$ cat src/logic/arpc_pkg.sv
// Constants, types and helper functions for the amplifier remote packet control block
package arpc_pkg;
  localparam int unsigned CLK_HZ = 250_000_000;
  localparam int unsigned BAUD_RATE = 9600;
  localparam int unsigned CNT_W = 16;
  localparam logic [7:0] ADDR_LOW = 8'h10;
  localparam logic [7:0] ADDR_HIGH = 8'h13;
  localparam logic [7:0] CMD_BASE = 8'h00;
  localparam logic [7:0] CMD_ENABLE = 8'h01;
  localparam logic [7:0] CMD_DISABLE = 8'h02;
  localparam logic [7:0] CMD_EXT = 8'h03;
  localparam logic [7:0] CMD_TEMP = 8'h04;
  localparam logic [8:0] POS_SRC = 9'h000;
  localparam logic [8:0] POS_DST = 9'h001;
  localparam logic [8:0] POS_CMD = 9'h002;
  localparam logic [8:0] POS_LEN = 9'h003;
  localparam logic [8:0] POS_SUM = 9'h004;
  localparam logic [7:0] LEN_NONE = 8'h00;
  localparam logic [7:0] LEN_BASE = 8'h01;
  localparam logic [7:0] LEN_EXT = 8'h02;
  localparam logic [7:0] LEN_TEMP = 8'h01;
  localparam int unsigned RESP_MAX = 7;
  localparam logic [2:0] RESP_HDR = 3'h5;
  localparam logic [2:0] BIT_LAST = 3'h7;
  localparam logic [3:0] REG_CTRL = 4'h0;
  localparam logic [3:0] REG_STATUS = 4'h4;
  localparam logic [3:0] REG_COUNT = 4'h8;
  localparam int unsigned CTRL_PARITY_EN = 0;
  localparam int unsigned CTRL_PARITY_ODD = 1;
  localparam int unsigned CTRL_CLR_SHUTDOWN = 2;
  localparam logic [1:0] CTRL_RESET = 2'h0;
  localparam logic AMP_EN_RESET = 1'b0;

  typedef enum logic [2:0] {UART_IDLE, UART_START, UART_DATA, UART_PARITY, UART_STOP} arpc_uart_e;

  typedef struct packed {
    logic unit_present_input;
    logic function_ok;
    logic supply_fault;
    logic overpower_alarm;
    logic reflected_power_alarm;
    logic high_temp;
    logic over_temp;
    logic partial_supply_fail;
    logic fan_fail;
    logic fan_on;
    logic loop_fault;
  } arpc_alarm_s;

  function automatic logic [7:0] arpc_add(input logic [7:0] a, input logic [7:0] b);
    arpc_add = a + b;
  endfunction : arpc_add

  function automatic logic arpc_parity(input logic [7:0] d, input logic odd);
    arpc_parity = (^d) ^ odd;
  endfunction : arpc_parity
endpackage : arpc_pkg

$ cat src/logic/arpc_top.sv
// Remote packet control front end: UART, packet parser, command executor, Avalon-MM slave
// Behaviour
// [RULE1] Characters are 9600 baud, 8N1; parity optional by register, off by default.
// [RULE2] Select high=1/low=0 picks bus 1; high=0/low=1 picks bus 2.
// [RULE3] Only packets addressed 10h to 13h inclusive are acted on.
// [RULE4] Byte 0 source, byte 1 destination, byte 2 command or echo code.
// [RULE5] Byte 3 counts payload bytes after the checksum; it marks the packet end.
// [RULE6] Byte 4 is the additive checksum over header bytes and payload.
// [RULE7] Payload sits at bytes 5 to 4 plus count, only for nonzero count.
// [RULE8] Command 00h, no payload: report base status, amplifier state unchanged.
// [RULE9] Command 01h, no payload: enable amplifier, then report base status.
// [RULE10] Command 02h, no payload: disable amplifier, then report base status.
// [RULE11] Command 03h, no payload: report extended status.
// [RULE12] Command 04h, no payload: report heat sink temperature.
// [RULE13] Unit-present input open means unit missing; grounded means installed.
// [RULE14] Function-fail input high is normal, low is failure.
// [RULE15] Supply fault shuts the amplifier down and is held as a shutdown.
// [RULE16] Overpower alarm never latches; operation resumes when it clears.
// [RULE17] Reflected-power alarm never latches; operation resumes when it clears.
// [RULE18] Correction path fault raises loop-fail; enable/disable line stays undriven.
// [RULE19] Response echo byte repeats the received command code.
// [RULE20] Base status has length 01h and one bit-mapped payload byte.
// [RULE21] Checksum is the 8-bit truncated sum; bad packets are silently dropped.
// [RULE22] Response source is our address, destination is the requester.
// [RULE23] Unknown commands or wrong length counts get no response.
`timescale 1ns/1ns
`default_nettype none
module arpc_top
  import arpc_pkg::*;
#(
  parameter int unsigned BIT_CYCLES = CLK_HZ / BAUD_RATE
)(
  input wire logic clk,
  input wire logic reset,
  input wire logic [3:0] avs_address,
  input wire logic avs_read,
  input wire logic avs_write,
  input wire logic [31:0] avs_writedata,
  input wire logic [3:0] avs_byteenable,
  output logic [31:0] avs_readdata,
  output logic avs_waitrequest,
  input wire logic bus_select_high,
  input wire logic bus_select_low,
  input wire logic rx_bus1,
  input wire logic rx_bus2,
  output logic tx_bus1,
  output logic tx_bus2,
  output logic tx_enable_bus1,
  output logic tx_enable_bus2,
  input wire arpc_alarm_s alarms,
  input wire logic [7:0] heat_sink_temp,
  output logic amp_enable,
  output logic loop_fail_alarm
);
  localparam logic [CNT_W-1:0] BIT_CNT = CNT_W'(BIT_CYCLES - 1);
  localparam logic [CNT_W-1:0] HALF_CNT = CNT_W'(BIT_CYCLES / 2);

  logic sel1;
  logic sel2;
  logic rx_line;
  logic ack_q;
  logic [1:0] ctrl_q;
  logic supply_shutdown_q;
  logic amp_en_q;
  logic amp_drive_q;
  logic [7:0] cnt_ok_q;
  logic [7:0] cnt_drop_q;
  arpc_uart_e rx_st_q;
  logic [CNT_W-1:0] rx_cnt_q;
  logic [2:0] rx_bit_q;
  logic [7:0] rx_shift_q;
  logic rx_par_q;
  logic rx_valid_q;
  logic rx_err_q;
  logic [8:0] idx_q;
  logic [7:0] src_q;
  logic [7:0] dst_q;
  logic [7:0] cmd_q;
  logic [7:0] len_q;
  logic [7:0] csum_q;
  logic [7:0] sum_q;
  logic pkt_done_q;
  logic last_byte;
  logic [7:0] sum_next;
  logic addr_ok;
  logic sum_ok;
  logic cmd_ok;
  logic accept;
  logic en_next;
  logic [7:0] base_status;
  logic [7:0] ext_status;
  logic [7:0] resp_d [0:RESP_MAX-1];
  logic [2:0] resp_total_d;
  logic [7:0] resp_q [0:RESP_MAX-1];
  logic [2:0] tx_total_q;
  logic [2:0] tx_idx_q;
  arpc_uart_e tx_st_q;
  logic [CNT_W-1:0] tx_cnt_q;
  logic [2:0] tx_bit_q;
  logic [7:0] tx_shift_q;
  logic tx_line_q;
  logic tx_busy;
  logic unit_missing;
  logic function_fail;

  // Bus pair selection; any other select pattern leaves both pairs silent
  assign sel1 = bus_select_high & ~bus_select_low; // RULE2
  assign sel2 = ~bus_select_high & bus_select_low; // RULE2
  assign rx_line = sel1 ? rx_bus1 : (sel2 ? rx_bus2 : 1'b1); // RULE2

  always_ff @(posedge clk or posedge reset)
  begin
    if (reset)
    begin
      tx_bus1 <= 1'b1;
      tx_bus2 <= 1'b1;
      tx_enable_bus1 <= 1'b0;
      tx_enable_bus2 <= 1'b0;
    end
    else
    begin
      tx_bus1 <= sel1 ? tx_line_q : 1'b1; // RULE2
      tx_bus2 <= sel2 ? tx_line_q : 1'b1; // RULE2
      tx_enable_bus1 <= sel1 & tx_busy; // RULE2
      tx_enable_bus2 <= sel2 & tx_busy; // RULE2
    end
  end

  // Alarm conditioning
  assign unit_missing = alarms.unit_present_input; // RULE13
  assign function_fail = ~alarms.function_ok; // RULE14

  always_ff @(posedge clk or posedge reset)
  begin
    if (reset)
      supply_shutdown_q <= 1'b0;
    else if (alarms.supply_fault)
      supply_shutdown_q <= 1'b1; // RULE15
    else if (avs_write && ack_q && avs_address == REG_CTRL && avs_byteenable[0]
             && avs_writedata[CTRL_CLR_SHUTDOWN])
      supply_shutdown_q <= 1'b0;
  end

  // Overpower and reflected power only gate the drive while present
  always_ff @(posedge clk or posedge reset)
  begin
    if (reset)
    begin
      amp_drive_q <= 1'b0;
      loop_fail_alarm <= 1'b0;
    end
    else
    begin
      amp_drive_q <= amp_en_q & ~supply_shutdown_q & ~alarms.overpower_alarm // RULE16
                     & ~alarms.reflected_power_alarm; // RULE17
      loop_fail_alarm <= alarms.loop_fault; // RULE18
    end
  end
  assign amp_enable = amp_drive_q;

  // UART receiver, sampling mid-bit
  always_ff @(posedge clk or posedge reset)
  begin
    if (reset)
    begin
      rx_st_q <= UART_IDLE;
      rx_cnt_q <= '0;
      rx_bit_q <= '0;
      rx_shift_q <= '0;
      rx_par_q <= 1'b0;
      rx_valid_q <= 1'b0;
      rx_err_q <= 1'b0;
    end
    else
    begin
      rx_valid_q <= 1'b0;
      rx_err_q <= 1'b0;
      if (rx_st_q != UART_IDLE && rx_cnt_q != '0)
        rx_cnt_q <= rx_cnt_q - 1'b1;
      else
      begin
        case (rx_st_q)
          UART_IDLE:
            if (!rx_line)
            begin
              rx_cnt_q <= HALF_CNT;
              rx_st_q <= UART_START;
            end
          UART_START:
            if (!rx_line)
            begin
              rx_cnt_q <= BIT_CNT; // RULE1
              rx_bit_q <= '0;
              rx_st_q <= UART_DATA;
            end
            else
              rx_st_q <= UART_IDLE;
          UART_DATA:
          begin
            rx_shift_q <= {rx_line, rx_shift_q[7:1]};
            rx_cnt_q <= BIT_CNT;
            rx_bit_q <= rx_bit_q + 1'b1;
            if (rx_bit_q == BIT_LAST)
              rx_st_q <= ctrl_q[CTRL_PARITY_EN] ? UART_PARITY : UART_STOP; // RULE1
          end
          UART_PARITY:
          begin
            rx_par_q <= rx_line;
            rx_cnt_q <= BIT_CNT;
            rx_st_q <= UART_STOP;
          end
          UART_STOP:
          begin
            rx_st_q <= UART_IDLE;
            if (!rx_line || (ctrl_q[CTRL_PARITY_EN]
                && rx_par_q != arpc_parity(rx_shift_q, ctrl_q[CTRL_PARITY_ODD]))) // RULE1
              rx_err_q <= 1'b1;
            else
              rx_valid_q <= 1'b1;
          end
          default:
            rx_st_q <= UART_IDLE;
        endcase
      end
    end
  end

  // Packet framing; a bad character restarts at byte 0
  assign last_byte = (idx_q == POS_SUM && len_q == LEN_NONE)
                     || (idx_q > POS_SUM && idx_q == POS_SUM + {1'b0, len_q}); // RULE5 RULE7
  assign sum_next = (idx_q == POS_SUM) ? sum_q : arpc_add(sum_q, rx_shift_q); // RULE6

  always_ff @(posedge clk or posedge reset)
  begin
    if (reset)
    begin
      idx_q <= '0;
      src_q <= '0;
      dst_q <= '0;
      cmd_q <= '0;
      len_q <= '0;
      csum_q <= '0;
      sum_q <= '0;
      pkt_done_q <= 1'b0;
    end
    else
    begin
      pkt_done_q <= 1'b0;
      if (rx_err_q)
      begin
        idx_q <= '0;
        sum_q <= '0;
      end
      else if (rx_valid_q)
      begin
        case (idx_q)
          POS_SRC: src_q <= rx_shift_q; // RULE4
          POS_DST: dst_q <= rx_shift_q; // RULE4
          POS_CMD: cmd_q <= rx_shift_q; // RULE4
          POS_LEN: len_q <= rx_shift_q; // RULE5
          POS_SUM: csum_q <= rx_shift_q; // RULE6
          default: ;
        endcase
        if (last_byte)
        begin
          idx_q <= '0;
          sum_q <= sum_next;
          pkt_done_q <= 1'b1;
        end
        else
        begin
          idx_q <= idx_q + 1'b1;
          sum_q <= (idx_q == POS_SRC) ? rx_shift_q : sum_next;
        end
      end
    end
  end

  // Command decode and acceptance
  assign addr_ok = dst_q >= ADDR_LOW && dst_q <= ADDR_HIGH; // RULE3
  assign sum_ok = sum_q == csum_q; // RULE21
  assign cmd_ok = cmd_q <= CMD_TEMP && len_q == LEN_NONE; // RULE23
  // A command arriving while a reply is still going out is dropped
  assign accept = pkt_done_q && addr_ok && sum_ok && cmd_ok && !tx_busy;

  always_ff @(posedge clk or posedge reset)
  begin
    if (reset)
      amp_en_q <= AMP_EN_RESET;
    else if (accept && cmd_q == CMD_ENABLE)
      amp_en_q <= 1'b1; // RULE9
    else if (accept && cmd_q == CMD_DISABLE)
      amp_en_q <= 1'b0; // RULE10
  end

  always_ff @(posedge clk or posedge reset)
  begin
    if (reset)
    begin
      cnt_ok_q <= '0;
      cnt_drop_q <= '0;
    end
    else if (pkt_done_q && addr_ok)
    begin
      if (accept)
        cnt_ok_q <= cnt_ok_q + 1'b1;
      else if (!sum_ok)
        cnt_drop_q <= cnt_drop_q + 1'b1; // RULE21
    end
  end

  // Reply image; status reflects the enable state the command leaves behind
  assign en_next = (cmd_q == CMD_ENABLE) | (amp_en_q & (cmd_q != CMD_DISABLE)); // RULE9 RULE10
  assign base_status = {en_next & ~supply_shutdown_q & ~alarms.overpower_alarm
                        & ~alarms.reflected_power_alarm,
                        alarms.fan_on, alarms.overpower_alarm, alarms.fan_fail,
                        alarms.partial_supply_fail, alarms.over_temp, alarms.high_temp,
                        alarms.reflected_power_alarm}; // RULE20
  assign ext_status = {unit_missing, function_fail, supply_shutdown_q, alarms.loop_fault,
                       4'h0}; // RULE11 RULE15 RULE18

  always_comb
  begin
    resp_d[0] = dst_q; // RULE22
    resp_d[1] = src_q; // RULE22
    resp_d[2] = cmd_q; // RULE19
    resp_d[5] = base_status; // RULE8
    resp_d[6] = ext_status;
    resp_total_d = RESP_HDR + 3'(LEN_BASE);
    case (cmd_q)
      CMD_EXT:
      begin
        resp_d[3] = LEN_EXT; // RULE11
        resp_total_d = RESP_HDR + 3'(LEN_EXT);
      end
      CMD_TEMP:
      begin
        resp_d[3] = LEN_TEMP;
        resp_d[5] = heat_sink_temp; // RULE12
      end
      default:
        resp_d[3] = LEN_BASE; // RULE20
    endcase
    resp_d[4] = arpc_add(arpc_add(arpc_add(resp_d[0], resp_d[1]), arpc_add(resp_d[2],
                resp_d[3])), arpc_add(resp_d[5], (resp_d[3] == LEN_EXT) ? resp_d[6]
                : 8'h00)); // RULE6 RULE21
  end

  // UART transmitter walking the reply image
  assign tx_busy = tx_st_q != UART_IDLE || tx_idx_q != tx_total_q;

  always_ff @(posedge clk or posedge reset)
  begin
    if (reset)
    begin
      for (int i = 0; i < RESP_MAX; i++)
        resp_q[i] <= '0;
      tx_total_q <= '0;
      tx_idx_q <= '0;
      tx_st_q <= UART_IDLE;
      tx_cnt_q <= '0;
      tx_bit_q <= '0;
      tx_shift_q <= '0;
      tx_line_q <= 1'b1;
    end
    else if (accept)
    begin
      for (int i = 0; i < RESP_MAX; i++)
        resp_q[i] <= resp_d[i];
      tx_total_q <= resp_total_d;
      tx_idx_q <= '0;
    end
    else if (tx_st_q != UART_IDLE && tx_cnt_q != '0)
      tx_cnt_q <= tx_cnt_q - 1'b1;
    else
    begin
      case (tx_st_q)
        UART_IDLE:
          if (tx_idx_q != tx_total_q)
          begin
            tx_shift_q <= resp_q[tx_idx_q];
            tx_line_q <= 1'b0; // RULE1
            tx_cnt_q <= BIT_CNT;
            tx_st_q <= UART_START;
          end
        UART_START:
        begin
          tx_line_q <= tx_shift_q[0];
          tx_cnt_q <= BIT_CNT;
          tx_bit_q <= '0;
          tx_st_q <= UART_DATA;
        end
        UART_DATA:
        begin
          tx_cnt_q <= BIT_CNT;
          tx_bit_q <= tx_bit_q + 1'b1;
          if (tx_bit_q == BIT_LAST)
          begin
            tx_line_q <= ctrl_q[CTRL_PARITY_EN]
                         ? arpc_parity(resp_q[tx_idx_q], ctrl_q[CTRL_PARITY_ODD]) : 1'b1;
            tx_st_q <= ctrl_q[CTRL_PARITY_EN] ? UART_PARITY : UART_STOP; // RULE1
          end
          else
          begin
            tx_shift_q <= {1'b0, tx_shift_q[7:1]};
            tx_line_q <= tx_shift_q[1];
          end
        end
        UART_PARITY:
        begin
          tx_line_q <= 1'b1;
          tx_cnt_q <= BIT_CNT;
          tx_st_q <= UART_STOP;
        end
        UART_STOP:
        begin
          tx_idx_q <= tx_idx_q + 1'b1;
          tx_st_q <= UART_IDLE;
        end
        default:
          tx_st_q <= UART_IDLE;
      endcase
    end
  end

  // Avalon-MM slave: one wait state on every access
  assign avs_waitrequest = (avs_read | avs_write) & ~ack_q;

  always_ff @(posedge clk or posedge reset)
  begin
    if (reset)
      ack_q <= 1'b0;
    else
      ack_q <= (avs_read | avs_write) & ~ack_q;
  end

  always_ff @(posedge clk or posedge reset)
  begin
    if (reset)
      ctrl_q <= CTRL_RESET; // RULE1
    else if (avs_write && ack_q && avs_address == REG_CTRL && avs_byteenable[0])
      ctrl_q <= avs_writedata[1:0];
  end

  always_ff @(posedge clk or posedge reset)
  begin
    if (reset)
      avs_readdata <= '0;
    else if (avs_read && !ack_q)
    begin
      case (avs_address)
        REG_CTRL: avs_readdata <= {30'h0, ctrl_q};
        REG_STATUS: avs_readdata <= {21'h0, tx_busy, sel2, sel1, 1'b0, alarms.reflected_power_alarm,
                                     alarms.overpower_alarm, loop_fail_alarm, function_fail,
                                     unit_missing, supply_shutdown_q, amp_drive_q};
        REG_COUNT: avs_readdata <= {16'h0, cnt_drop_q, cnt_ok_q};
        default: avs_readdata <= '0;
      endcase
    end
  end

  property p_bus_exclusive;
    @(posedge clk) disable iff (reset)
    !(tx_enable_bus1 && tx_enable_bus2);
  endproperty
  a_bus_exclusive: assert property (p_bus_exclusive) else $error("both pairs driven"); // RULE2

  property p_bus1_path;
    @(posedge clk) disable iff (reset)
    (sel1 && tx_busy) |=> (tx_enable_bus1 && !tx_enable_bus2 && tx_bus1 == $past(tx_line_q));
  endproperty
  a_bus1_path: assert property (p_bus1_path) else $error("bus 1 not driving"); // RULE2

  property p_foreign_addr;
    @(posedge clk) disable iff (reset)
    (pkt_done_q && !addr_ok && !tx_busy) |=> !tx_busy;
  endproperty
  a_foreign_addr: assert property (p_foreign_addr) else $error("foreign packet answered"); // RULE3

  property p_bad_sum;
    @(posedge clk) disable iff (reset)
    (pkt_done_q && (sum_q != csum_q) && !tx_busy) |=> !tx_busy [*2];
  endproperty
  a_bad_sum: assert property (p_bad_sum) else $error("bad checksum answered"); // RULE21

  property p_enable_cmd;
    @(posedge clk) disable iff (reset)
    (accept && cmd_q == CMD_ENABLE) |=> amp_en_q && resp_q[5][7] == $past(base_status[7]);
  endproperty
  a_enable_cmd: assert property (p_enable_cmd) else $error("enable not applied"); // RULE9

  property p_disable_cmd;
    @(posedge clk) disable iff (reset)
    (accept && cmd_q == CMD_DISABLE) |=> !amp_en_q ##1 !amp_enable;
  endproperty
  a_disable_cmd: assert property (p_disable_cmd) else $error("disable not applied"); // RULE10

  property p_echo;
    @(posedge clk) disable iff (reset)
    accept |=> resp_q[2] == $past(cmd_q) && resp_q[0] == $past(dst_q) && tx_total_q != '0;
  endproperty
  a_echo: assert property (p_echo) else $error("echo or source wrong"); // RULE19

  property p_base_len;
    @(posedge clk) disable iff (reset)
    (accept && cmd_q <= CMD_DISABLE) |=> resp_q[3] == LEN_BASE && tx_total_q == 3'h6;
  endproperty
  a_base_len: assert property (p_base_len) else $error("base status length wrong"); // RULE20

  property p_supply_shutdown;
    @(posedge clk) disable iff (reset)
    alarms.supply_fault |=> supply_shutdown_q ##1 !amp_enable;
  endproperty
  a_supply_shutdown: assert property (p_supply_shutdown) else $error("no shutdown"); // RULE15

  property p_overpower_recover;
    @(posedge clk) disable iff (reset)
    (amp_en_q && !supply_shutdown_q && !alarms.overpower_alarm
     && !alarms.reflected_power_alarm && !alarms.supply_fault && !accept) |=> amp_enable;
  endproperty
  a_overpower_recover: assert property (p_overpower_recover) else $error("no recovery"); // RULE16

  property p_bad_length;
    @(posedge clk) disable iff (reset)
    (pkt_done_q && len_q != LEN_NONE) |-> !accept;
  endproperty
  a_bad_length: assert property (p_bad_length) else $error("payload command accepted"); // RULE23
endmodule : arpc_top
`default_nettype wire

$ cat config.mk
export PLATFORM = sky130hd
export DESIGN_NAME = arpc_top
export DESIGN_NICKNAME = d
export VERILOG_FILES = /design/src/logic/arpc_pkg.sv /design/src/logic/arpc_top.sv
export SDC_FILE = /design/constraint.sdc
export NUM_CORES = 1
export LEC_CHECK = 0
export ABC_AREA = 1
export BUFFER_PORTS_ARGS = -buffer_cell sky130_fd_sc_hd__buf_2
export CAP_MARGIN = 20
export CORE_AREA = 3 3 144 146
export CTS_BUF_LIST = sky130_fd_sc_hd__clkbuf_4 sky130_fd_sc_hd__clkbuf_8
export CTS_CLUSTER_SIZE = 16
export DETAILED_ROUTE_END_ITERATION = 10
export DIE_AREA = 0 0 147 149
export HOLD_SLACK_MARGIN = 0.05
export PLACE_DENSITY_LB_ADDON = 0.3
export SKIP_CTS_REPAIR_TIMING = 1
export SLEW_MARGIN = 20
export SYNTH_ARGS = -nofsm -noshare
export SYNTH_HDL_FRONTEND = slang
export SYNTH_SLANG_ARGS = --single-unit
$ cat constraint.sdc
create_clock -name clk -period 8.1 [get_ports clk]
set_input_delay 0.405 -clock clk [delete_from_list [all_inputs] [get_ports clk]]
set_output_delay 0.405 -clock clk [all_outputs]
set_load 0.01 [all_outputs]
==> flow_summary_export.csv <==
group,metric,value,unit
power,power_per_cell_area,165,mW/mm^2
power,ir_worst_vdd,0.000117,V
routing,drcViolationCount,0,
outcome,run_status,"complete, no violations",
yosys,async_reset_ff_share,100,%
routing,detail_route.wirelength,27000,um
clocking,clockBufferDepth,3,
yosys,mean_area_per_synthesized_cell,8.02,sq um
routing,wirelength_met1,12000,um
yosys,ys.warnings.count,0,
yosys,netlist_top_cells_count,"365 x nand2_1, 229 x inv_1, 212 x dfrtp_1",
setup_path,critPathBufInv,2,
global_route,global_route.overflow_total,0,
floorplan,die_height,149,um
routing,drtAntennaViolNets,0,
floorplan,start_util,61.6,%
placed_design,dp_hpwl,19300,um
hold_path,worst_min_path_class,"in2async",
sta,layout_worst_path_cycle_share,49.1,%
clocking,tritoncts_num_sinks,215,
routing,drt_iter0_drc,589,
layout,final_util,67.9,%
yosys,synthMostInstantiatedCell,"nand2_1",
placed_design,gp_routability_congestion,0.928,
yosys,ys_dominant_reg_cell,"dfrtp_1",
routing,drt_pass1_iterations,5,
floorplan,area_of_the_die,0.0219,sq mm
sta,timing_hold_violations_final,0,
global_route,grt_first_pass_wirelength,45900,um
setup_path,cp_max_fo,6,
clocking,cts.root.buffer_cell,"clkbuf_8",
yosys,postSynthCellCount,1501,
clocking,cts_tree,"done",
routing,met3RoutedLength,1470,um
yosys,netlist_top_cells_area,"dfrtp_1 44%, nand2_1 11%, inv_1 7.1%, o21ai_0 6.2%, nor2_1 3.6%",
floorplan,fp-row-count,51,
setup_path,end_kind,"flip-flop",
sta,worstMarginPinSlew,0.902,ns
yosys,postSynthRegisterBits,215,
routing,routedWlPerCell,14.5,um
setup_path,critical_path.max_stage_delay,0.45,ns
sta,timing.fmax,252,MHz
yosys,synth_cell_type_count,52,
setup_path,critical_path_required,8.47,ns
setup_path,cell_by_cell_listing_of_the_critical_path,"nor2_1, nand2_1, inv_1, nand4_2, mux2i_1, fa_1, inv_1, fa_1, ha_1, fa_1, nand3_1, nand2_1, nand2_1, nand2_1, a21oi_1, xor2_1, xor2_1, o21ai_0",
routing,route.met2.wl,12800,um
global_route,grtUsageTotal,25.3,%
setup_path,critical_path.most_common_cell,"nand2_1",
clocking,clk_pin_slew,0.06,ns
clocking,ctsHtreeMaxLevel,2,
layout,area_delta_synth_final,10.1,%
power,power_leakage,6.88,nW
layout,stdcell_count,1859,
layout,drive_above_1_share,10.8,%
yosys,mappedNetlistArea,0.0120,sq mm
yosys,synthDominantCellAreaShare,44.1,%
yosys,synth-edff-count,0,
floorplan,design.core.area,0.0195,sq mm
global_route,grt_pass1_vias,9627,
sta,setup_tns,0,ns
routing,vias,9776,
routing,post_drt_via_cell_ratio,5.26,
sta,slew_headroom,39.9,%
layout,fill_cells,1628,
sta,final_max_slew_viol_count,0,
setup_path,worstSetupStartpointType,"flip-flop",
run,max_cap_viol_count,0,
clocking,insertion_delay,0.53,ns
global_route,antenna_found_initial,0,
floorplan,chipWidth,147,um
setup_path,critical_path.top_delay_family,"adder cells",
setup_path,cp_slowest_cell,"fa_1",
floorplan,design.portCount,106,
placed_design,port_buffers,57,
clocking,cts_inserted_buffers,38,
setup_path,critical_path_class,"reg2reg",
placed_design,place.detailed.instances,1794,
global_route,grt_max_degree,132,
setup_path,worst-endpoint-arrival,4.35,ns
layout,finalNetCount,1689,
layout,antenna_cells,0,
sta,skew,0.0198,ns
yosys,yosysTopAreaCell,"dfrtp_1",
sta,clock_period_minus_final_worst_setup_slack,3.98,ns
yosys,ys_seq_area_share,44.7,%
sta,rsz0062_at_grt,"no",
routing,max_used_layer,"met4",
sta,setup_viol,0,
## layout make-up
class,instances,area (sq um),share of cell area [%]
clock buffers,62,753,5.68
repair buffers,61,319,2.41
clock inverters,3,17.5,0.132
flip-flops and latches,215,5380,40.6
well taps,265,332,2.50
inverters,241,915,6.90
multi-input cells,1012,5530,41.7
## sequential cells by signal, indices dropped and copies added (netlist names), 9 cells and up
signal / cells
avs_readdata: 16
tx_cnt_q: 16
rx_cnt_q: 16
resp_q: 45
idx_q: 9
## where the power goes
| group | switching (mW) | leakage, nW | total (mW) | internal, mW |
|---|---|---|---|---|
| registers | 0.00544 | 2.81 | 1.09 | 1.08 |
| clock network | 0.437 | 0.412 | 1.02 | 0.584 |
| logic | 0.0561 | 3.66 | 0.0756 | 0.0195 |
## routing by layer
metal / track usage, % / vias to the layer above
met5: 0 / -
met4: 7.97 / 0
met3: 4.22 / 59
met2: 41.7 / 246
met1: 34.8 / 4587
li1: - / 4884
## per-stage QoR
step	power [mW]	cell area, sq um	setup slack [ns]	hold slack, ns
finish	2.18	13300	4.12	0.0814
global route	2.26	13300	3.88	0.0554
CTS	2.20	13200	4.13	0.0547
detailed placement	1.18	12500	4.16	0.443
global placement	1.18	12500	4.19	0.433
floorplan	1.16	12100	1.82	0.423
## final timing paths
kind	from	endpoint	slack, ns	cells past startpoint
setup / recovery	cmd_q[4]$_DFFE_PP0P_	resp_q[23]$_DFFE_PP0P_	4.12	18
hold / removal	reset	dst_q[1]$_DFFE_PP0P_	0.08	2
setup reg to reg	cmd_q[4]$_DFFE_PP0P_	resp_q[23]$_DFFE_PP0P_	4.12	18
hold reg to reg	resp_q[52]$_DFFE_PP0P_	resp_q[52]$_DFFE_PP0P_	0.46	2
max in group asynchronous	reset	cmd_q[7]$_DFFE_PP0P_	6.69	3
min in group clk	alarms[0]	loop_fail_alarm$_DFF_PP0_	0.08	1
## kinds of logic after synthesis
| family | share of synthesized area [%] |
|---|---|
| adders and majority gates | 6.70 |
| other | 0.0312 |
| xor gates and xnor gates | 4.88 |
| and+or+nand+nor | 22.5 |
| muxes | 0.333 |
| buffers and inverters | 9.75 |
| AOI/OAI and AO/OA | 11.1 |
| DFF | 44.7 |
## cell usage in the layout (no fill, tap or decap), drive strengths merged, types with 4 or more instances in the layout
master  netlist  routed
xor2         38      38
ha           34      34
nand4        17      17
inv         240     240
buf          28      61
nor3         27      27
o31ai         5       5
or2           7       7
clkbuf       20      62
a31oi         4       4
o22ai        20      20
conb          1      16
nor2        122     122
mux2i         4       4
fa           19      19
nor4          5       5
nand3        74      74
nand2       372     372
a21oi        40      40
o21ai       155     155
o211ai        6       6
xnor2        29      29
dfrtp       212     212
Note: power is estimated with default switching activity, not from simulation.
